`config.mk`:
```
export PLATFORM = sky130hd
export DESIGN_NAME = sfm_meter
export DESIGN_NICKNAME = d
export VERILOG_FILES = /design/src/hw/sfm_pkg.sv /design/src/hw/sfm_meter.sv
export VERILOG_INCLUDE_DIRS = /design/src /design/src/hw
export SDC_FILE = /design/constraint.sdc
export NUM_CORES = 1
export LEC_CHECK = 0
export BUFFER_PORTS_ARGS = -buffer_cell sky130_fd_sc_hd__buf_2
export CAP_MARGIN = 15
export CORE_MARGIN = 5
export CORE_UTILIZATION = 25
export CTS_CLUSTER_DIAMETER = 80
export CTS_CLUSTER_SIZE = 8
export DETAILED_ROUTE_END_ITERATION = 7
export PLACE_DENSITY_LB_ADDON = 0.3
export RECOVER_POWER = 50
export SLEW_MARGIN = 20
export SYNTH_ARGS = -nofsm -noshare
export SYNTH_HDL_FRONTEND = slang
export SYNTH_SLANG_ARGS = --single-unit
```
`constraint.sdc`:
```
create_clock -name CLK -period 8.95 [get_ports CLK]
set_clock_uncertainty 0.15 [all_clocks]
set_input_delay 1.3425 -clock CLK [delete_from_list [all_inputs] [get_ports CLK]]
set_output_delay 1.3425 -clock CLK [all_outputs]
set_load 0.01 [all_outputs]
```
`src/hw/sfm_regs.svh`:
```
// Constants for the sensor frequency meter: timing counts and defaults.
// Assumes nothing of its surroundings; included by its bare name.
`ifndef SFM_REGS_SVH
`define SFM_REGS_SVH
`define SFM_CLK_HZ 125000000
`define SFM_GATE_MS 100
`define SFM_GATE_CYC ((`SFM_CLK_HZ / 1000) * `SFM_GATE_MS)
`define SFM_SCALE_DEF 10
`define SFM_NCYC_DEF 16'h0010
`define SFM_PRESCALE 4
`define SFM_TB_W 16
`define SFM_CNT_W 32
`endif

```
`src/hw/sfm_pkg.sv`:
```
// Types shared by the sensor frequency meter.
// Assumes the constants header is compiled alongside.
package sfm_pkg;
	typedef enum logic [1:0] {
		SFM_IDLE = 2'b00,
		SFM_GATE = 2'b01,
		SFM_CYCL = 2'b10
	} sfm_state_t;
	typedef struct packed {
		logic [31:0] freq;
		logic [31:0] count;
	} sfm_time_res_t;
	typedef struct packed {
		logic [15:0] first_stamp;
		logic [15:0] elapsed;
	} sfm_cyc_res_t;
endpackage

```
`src/hw/sfm_meter.sv`:
```
// Sensor frequency meter: fixed-time gate counting and fixed-cycle capture.
// Assumes a square wave on SENS_IN and a start pulse from the surrounding logic.
// Overview of operation
// - Sensor square wave enters on one digital input; schmitt pad suggested.
// - Fixed-time mode counts input pulses within a programmable gate window.
// - Frequency equals pulse count multiplied by the window-to-second factor.
// - A hardware counter accumulates cycles; an own timer forms the gate.
// - Fixed-cycle mode times a configured constant number of input cycles.
// - Elapsed time is latched from a 16-bit free-running timebase on edges.
// - Timebase advances once every four system clock cycles.
`timescale 1ns/1ps
`include "sfm_regs.svh"
module sfm_meter #(
	parameter int GATE_CYC = `SFM_GATE_CYC,
	parameter logic [31:0] SCALE = `SFM_SCALE_DEF,
	parameter logic [15:0] NCYC = `SFM_NCYC_DEF
) (
	// Clock and reset.
	input wire logic CLK,
	input wire logic RST_N,
	// Sensor input.
	input wire logic SENS_IN,
	// Control.
	input wire logic START,
	input wire logic MODE_CYCLE,
	// Results.
	output logic BUSY,
	output logic DONE,
	output sfm_pkg::sfm_time_res_t TIME_RES,
	output sfm_pkg::sfm_cyc_res_t CYC_RES,
	output logic [15:0] TIMEBASE
);
	logic rst_s1_q, rst_s2_q;
	logic in_s1_q, in_s2_q, in_d_q;
	logic rise;
	logic [1:0] pre_q;
	logic [15:0] tb_q;
	sfm_pkg::sfm_state_t st_q;
	logic [31:0] gate_q;
	logic [31:0] cnt_q;
	logic [15:0] ncnt_q;
	logic [15:0] stamp_q;
	logic armed_q;
	logic done_q;
	sfm_pkg::sfm_time_res_t tres_q;
	sfm_pkg::sfm_cyc_res_t cres_q;
	wire rst_n = rst_s2_q;

	// Count with a same-cycle rise folded in, so the last gate cycle never loses an edge.
	function automatic logic [31:0] add_rise(input logic [31:0] cnt, input logic edge_seen);
		add_rise = cnt + {31'h0, edge_seen};
	endfunction

	// Reset release through two flip-flops so release is clean to CLK.
	always_ff @(posedge CLK or negedge RST_N) begin
		if (!RST_N) begin
			rst_s1_q <= 1'b0;
			rst_s2_q <= 1'b0;
		end else begin
			rst_s1_q <= 1'b1;
			rst_s2_q <= rst_s1_q;
		end
	end

	// The sensor pin is asynchronous, so it is synchronised before any use.
	always_ff @(posedge CLK or negedge rst_n) begin
		if (!rst_n) begin
			in_s1_q <= 1'b0;
			in_s2_q <= 1'b0;
			in_d_q <= 1'b0;
		end else begin
			in_s1_q <= SENS_IN;
			in_s2_q <= in_s1_q;
			in_d_q <= in_s2_q;
		end
	end
	assign rise = in_s2_q & ~in_d_q;

	// Quarter-rate free-running timebase; wraps, so elapsed uses modular difference.
	always_ff @(posedge CLK or negedge rst_n) begin
		if (!rst_n) begin
			pre_q <= 2'h0;
			tb_q <= 16'h0000;
		end else begin
			pre_q <= pre_q + 2'h1;
			if (pre_q == 2'h3) begin
				tb_q <= tb_q + 16'h0001;
			end
		end
	end

	// Measurement sequencer; START while busy is ignored.
	always_ff @(posedge CLK or negedge rst_n) begin
		if (!rst_n) begin
			st_q <= sfm_pkg::SFM_IDLE;
			gate_q <= 32'h0;
			cnt_q <= 32'h0;
			ncnt_q <= 16'h0000;
			stamp_q <= 16'h0000;
			armed_q <= 1'b0;
			done_q <= 1'b0;
			tres_q <= '0;
			cres_q <= '0;
		end else begin
			done_q <= 1'b0;
			unique case (st_q)
				sfm_pkg::SFM_IDLE: begin
					if (START) begin
						gate_q <= 32'(GATE_CYC - 1);
						cnt_q <= 32'h0;
						ncnt_q <= 16'h0000;
						armed_q <= 1'b0;
						st_q <= MODE_CYCLE ? sfm_pkg::SFM_CYCL : sfm_pkg::SFM_GATE;
					end
				end
				sfm_pkg::SFM_GATE: begin
					if (rise) begin
						cnt_q <= cnt_q + 32'h1;
					end
					if (gate_q == 32'h0) begin
						// A rise in the final gate cycle still belongs to the window.
						tres_q.count <= add_rise(cnt_q, rise);
						tres_q.freq <= 32'(add_rise(cnt_q, rise) * SCALE);
						done_q <= 1'b1;
						st_q <= sfm_pkg::SFM_IDLE;
					end else begin
						gate_q <= gate_q - 32'h1;
					end
				end
				sfm_pkg::SFM_CYCL: begin
					if (rise) begin
						if (!armed_q) begin
							stamp_q <= tb_q;
							armed_q <= 1'b1;
						end else if (ncnt_q == NCYC - 16'h0001) begin
							cres_q.first_stamp <= stamp_q;
							cres_q.elapsed <= tb_q - stamp_q;
							done_q <= 1'b1;
							st_q <= sfm_pkg::SFM_IDLE;
						end else begin
							ncnt_q <= ncnt_q + 16'h0001;
						end
					end
				end
				default: st_q <= sfm_pkg::SFM_IDLE;
			endcase
		end
	end

	assign BUSY = (st_q != sfm_pkg::SFM_IDLE);
	assign DONE = done_q;
	assign TIME_RES = tres_q;
	assign CYC_RES = cres_q;
	assign TIMEBASE = tb_q;

	// Checks.
	property p_tb_rate;
		@(posedge CLK) disable iff (!rst_n)
		(pre_q == 2'h3) |=> (tb_q == $past(tb_q) + 16'h0001);
	endproperty
	a_tb_rate: assert property (p_tb_rate) else $error("timebase step wrong");
	property p_tb_hold;
		@(posedge CLK) disable iff (!rst_n)
		(pre_q != 2'h3) |=> $stable(tb_q);
	endproperty
	a_tb_hold: assert property (p_tb_hold) else $error("timebase moved early");
	property p_rise;
		@(posedge CLK) disable iff (!rst_n)
		rise |-> ($past(SENS_IN, 2) && !$past(SENS_IN, 3));
	endproperty
	a_rise: assert property (p_rise) else $error("bad edge detect");
	property p_freq;
		@(posedge CLK) disable iff (!rst_n)
		(done_q && $past(st_q) == sfm_pkg::SFM_GATE) |->
			(tres_q.freq == 32'(tres_q.count * SCALE));
	endproperty
	a_freq: assert property (p_freq) else $error("frequency scale wrong");
	property p_cnt;
		@(posedge CLK) disable iff (!rst_n)
		(st_q == sfm_pkg::SFM_GATE && gate_q != 32'h0 && rise) |=> (cnt_q == $past(cnt_q) + 32'h1);
	endproperty
	a_cnt: assert property (p_cnt) else $error("pulse not counted");
	property p_gate;
		@(posedge CLK) disable iff (!rst_n)
		(st_q == sfm_pkg::SFM_GATE && gate_q == 32'h0) |=> (done_q && !BUSY);
	endproperty
	a_gate: assert property (p_gate) else $error("gate end missed");
	property p_cyc_done;
		@(posedge CLK) disable iff (!rst_n)
		(st_q == sfm_pkg::SFM_CYCL && rise && armed_q && ncnt_q == NCYC - 16'h0001)
			|=> (done_q && cres_q.elapsed == $past(tb_q) - $past(stamp_q));
	endproperty
	a_cyc_done: assert property (p_cyc_done) else $error("elapsed wrong");
	property p_done_pulse;
		@(posedge CLK) disable iff (!rst_n)
		done_q |=> !done_q;
	endproperty
	a_done_pulse: assert property (p_done_pulse) else $error("done not one cycle");
	property p_ncnt;
		@(posedge CLK) disable iff (!rst_n)
		(st_q == sfm_pkg::SFM_CYCL) |-> (ncnt_q < NCYC);
	endproperty
	a_ncnt: assert property (p_ncnt) else $error("cycle count overrun");
	property p_start;
		@(posedge CLK) disable iff (!rst_n)
		(st_q == sfm_pkg::SFM_IDLE && START) |=>
			(BUSY && cnt_q == 32'h0 && ncnt_q == 16'h0000 && !armed_q);
	endproperty
	a_start: assert property (p_start) else $error("start not taken cleanly");
	property p_stamp;
		@(posedge CLK) disable iff (!rst_n)
		(st_q == sfm_pkg::SFM_CYCL && rise && !armed_q) |=>
			(armed_q && stamp_q == $past(tb_q));
	endproperty
	a_stamp: assert property (p_stamp) else $error("first edge not stamped");
	property p_tres_hold;
		@(posedge CLK) disable iff (!rst_n)
		!(st_q == sfm_pkg::SFM_GATE && gate_q == 32'h0) |=> $stable(tres_q);
	endproperty
	a_tres_hold: assert property (p_tres_hold) else $error("gate result moved");
	property p_cres_hold;
		@(posedge CLK) disable iff (!rst_n)
		!(st_q == sfm_pkg::SFM_CYCL && rise && armed_q && ncnt_q == NCYC - 16'h0001)
			|=> $stable(cres_q);
	endproperty
	a_cres_hold: assert property (p_cres_hold) else $error("cycle result moved");
	c_gate: cover property (@(posedge CLK) disable iff (!rst_n)
		done_q && $past(st_q) == sfm_pkg::SFM_GATE);
	c_cyc: cover property (@(posedge CLK) disable iff (!rst_n)
		done_q && $past(st_q) == sfm_pkg::SFM_CYCL);
	c_wrap: cover property (@(posedge CLK) disable iff (!rst_n)
		tb_q == 16'hffff && pre_q == 2'h3);
	c_refused: cover property (@(posedge CLK) disable iff (!rst_n)
		BUSY && START);
	c_last_rise: cover property (@(posedge CLK) disable iff (!rst_n)
		st_q == sfm_pkg::SFM_GATE && gate_q == 32'h0 && rise);
endmodule

```
==> qor.yml <==
status: "complete, but fails checks"
violations: "capacitance limit, slew limit"
hp-class: "flop to flop"
yosys_warnings: 0
critPathLaunchType: "flop"
route.vias.total: 9896
yosys.cell_types.count: 69
h-tree-depth: 1
cp-end-kind: "flop"
power_density_mw_per_mm2: 186
maxSlewViolCount: 208
routed_wl_um: 32400
place_congestion: 0.911
rsz0062_at_grt: "false"
avgSynthCellArea_um2: 9.30
clockBufferDepth: 3
grt_pass1_vias: 9714
maxCapViolations: 3
synth_edf_count: 0
slowest_delay_ns: 0.98
synth_top_family_by_area: "simple AND/OR/NAND/NOR gates"
dieArea_mm2: 0.0542
io_buffers: 117
antenna_found_initial: 0
fill_cells: 5234
final.setup.worst_slack_ns: 3.77
start_util_pct: 25.3
first_pass_iters: 4
cts_hold_buf: 0
rr_startpoint: "in_d_q"
slowest_stage: "nor4_1"
timing.setup.tns_ns: 0
async_flop_share_pct: 100
root_buffer: "clkbuf_16"
p_leak_nw: 6.62
hold_viol: 0
grt_max_degree: 98
drtIter0Drc: 499
antenna-diode-count: 0
crit_required_ns: 9.20
ys_ff_latch: 216
worstPathArrival_ns: 5.44
wire_per_inst_um: 15.4
multi_input_area_mm2: 0.00658
yosys.area.top_type_share_pct: 43.6
place_ws_ns: 3.82
dp_hpwl_um: 23600
final_common_cell: "dfrtp_1"
cts_sinks: 216
synth_area_leaders: "dfrtp_1 (44%), ha_1 (7.6%), nand2_1 (5.4%), xnor2_1 (4.9%), o21ai_0 (4.6%)"
ys.flop_type: "dfrtp_1"
core_area_mm2: 0.0491
final_cell_mix: "dfrtp_1 (216), nand2_1 (178), o21ai_0 (116), nor2_1 (98), buf_2 (87)"
drive_above_1_share_pct: 11.8
drc_errors: 0
path_max_fanout: 7
ant_nets: 0
path_class: "flop to flop"
cts_setup_buffers: 0
post_cts_resized: 0
die-width_um: 233
ir_drop_uv: 139
hold_ws_ns: 0.206
cts_tree: "built"
avgViaCountPerCell: 4.71
max-slew-margin-rel_pct: -157
crit_path_frequent_cell: "ha_1"
worstMarginPinSlew_ns: 3.85
period_share_pct: 57.9
area_growth_syn_to_layout_pct: 16.3
synth.cell_area_mm2: 0.0124
syn-instance-count: 1334
grt_pass1_wl_um: 53000
seq_area_frac_synth_pct: 43.6
synth_compound_area_share_pct: 13.5
rows: 81
final-setup-viol-count: 0
nets: 1517
synth-simple-area-share_pct: 19.2
numCtsBuffers: 31
register_area_mm2: 0.00541
grt-ovfl-total: 0
globalRouteTotalUtil_pct: 11.8
synth_top_area_cell: "dfrtp_1"
die_h_um: 233
timing.fmax_ghz: 0.193
cp-startpoint: "in_d_q"
synth_mux_area_share_pct: 2.86
hp-start: "rst_s1_q"
syn_nets: 1416
post-route-min-period_ns: 5.18
synth-adder-area-share_pct: 7.89
synth-xor-area-share_pct: 9.51
io_pins: 119
path_cells: "nand2b_1, inv_1, ha_1, nand2_1, nor4_1, xnor2_1, inv_1, ha_1, ha_1, nand4_1, a2111oi_0, a211oi_1, or3_1, a21oi_1, o21a_1, o31ai_1"
cts.clk_slew.worst_paths_ns: 0.05
clock_latency_ns: 0.56
==> flip-flops by register name, indices dropped and copies added, names as in the netlist <==
signal / flops
TIME_RES: 61
CYC_RES: 32
cnt_q: 32
gate_q: 32
TIMEBASE: 16
ncnt_q: 16
stamp_q: 16
pre_q: 2
st_q: 2
DONE: 1
armed_q: 1
in_d_q: 1
in_s1_q: 1
in_s2_q: 1
rst_n: 1
rst_s1_q: 1
==> per-layer routing <==
layer | global-route usage [%] | vias up | routed length, µm
met5 | 0 | - | 0
met4 | 3.18 | 0 | 856
met3 | 2.42 | 58 | 1730
met2 | 18.6 | 217 | 14600
met1 | 16.4 | 4765 | 15200
li1 | - | 4856 | -
==> cells in the mapped netlist (4+ instances only) <==
cell type	n
nor3_1	31
and2_1	10
nor3b_1	4
xor2_1	62
inv_1	52
a31oi_1	8
and3_1	17
o31ai_1	12
a21o_1	19
nor4_1	13
a211o_1	4
a211oi_1	10
o21a_1	10
or3_1	21
and4_1	4
clkbuf_1	44
nor2_1	99
mux2i_1	4
o21ai_0	115
nand4_1	28
nand2_1	179
a21oi_1	47
xnor2_1	70
buf_2	7
nand2b_1	12
nand3_1	45
mux2_2	28
dfrtp_1	216
ha_1	75
a21boi_0	4
nor2b_1	10
==> metrics by stage <==
step / cell area [µm²] / std cells / util, % / total power (W)
5_1_grt: 14400 / 2103 / 29.4 / 0.00286
4_1_cts: 14500 / 2103 / 29.5 / 0.00275
6_report: 14400 / 2103 / 29.4 / 0.00269
3_3_place_gp: 13700 / 2066 / 27.9 / 0.00166
3_5_place_dp: 13700 / 2066 / 27.9 / 0.00167
2_1_floorplan: 12400 / 1334 / - / 0.00151
==> power by group <==
group / switching [W] / total [W] / internal (W)
clock: 0.000424 / 0.00105 / 0.000624
combinational: 0.000361 / 0.000559 / 0.000198
sequential: 0.0000459 / 0.00108 / 0.00104
==> path summary, 6_finish.rpt <==
path | end | slack (ns) | depth (start not counted)
max in group asynchronous | TIME_RES[62] | 3.85 | 1
min in group asynchronous | rst_s1_q | 0.41 | 1
min reg2reg | rst_n | 0.21 | 0
min | rst_n | 0.21 | 0
max | TIME_RES[62] | 3.77 | 16
max reg2reg | TIME_RES[62] | 3.77 | 16
==> cells by family (layout without fill, tap and decap cells) <==
logic type	Yosys count	in the layout
and+or+nand+nor	495	495
AOI/OAI and AO/OA	270	270
muxes	32	32
DFF	216	216
adders and majority gates	77	77
other	2	2
buffers and inverters	109	214
xor gates and xnor gates	133	133
==> worst max-delay path, delay by kind of cell, from the launching register on <==
family	cells	cell delay [ns]
and+or+nand+nor	5	2.00
buffers and inverters	2	0.32
xor gates and xnor gates	1	0.24
DFF	1	0.37
adders and majority gates	3	0.92
AOI/OAI and AO/OA	5	1.02
==> final cells by class <==
class | instances | share of cell area (%)
clock inverters | 2 | 0.0954
repair buffers | 125 | 4.08
multi-input cells | 1009 | 45.6
flip-flops and latches | 216 | 37.5
clock buffers | 35 | 5.62
well taps | 664 | 5.76
inverters | 52 | 1.35
(Power assumes the default switching activity.)
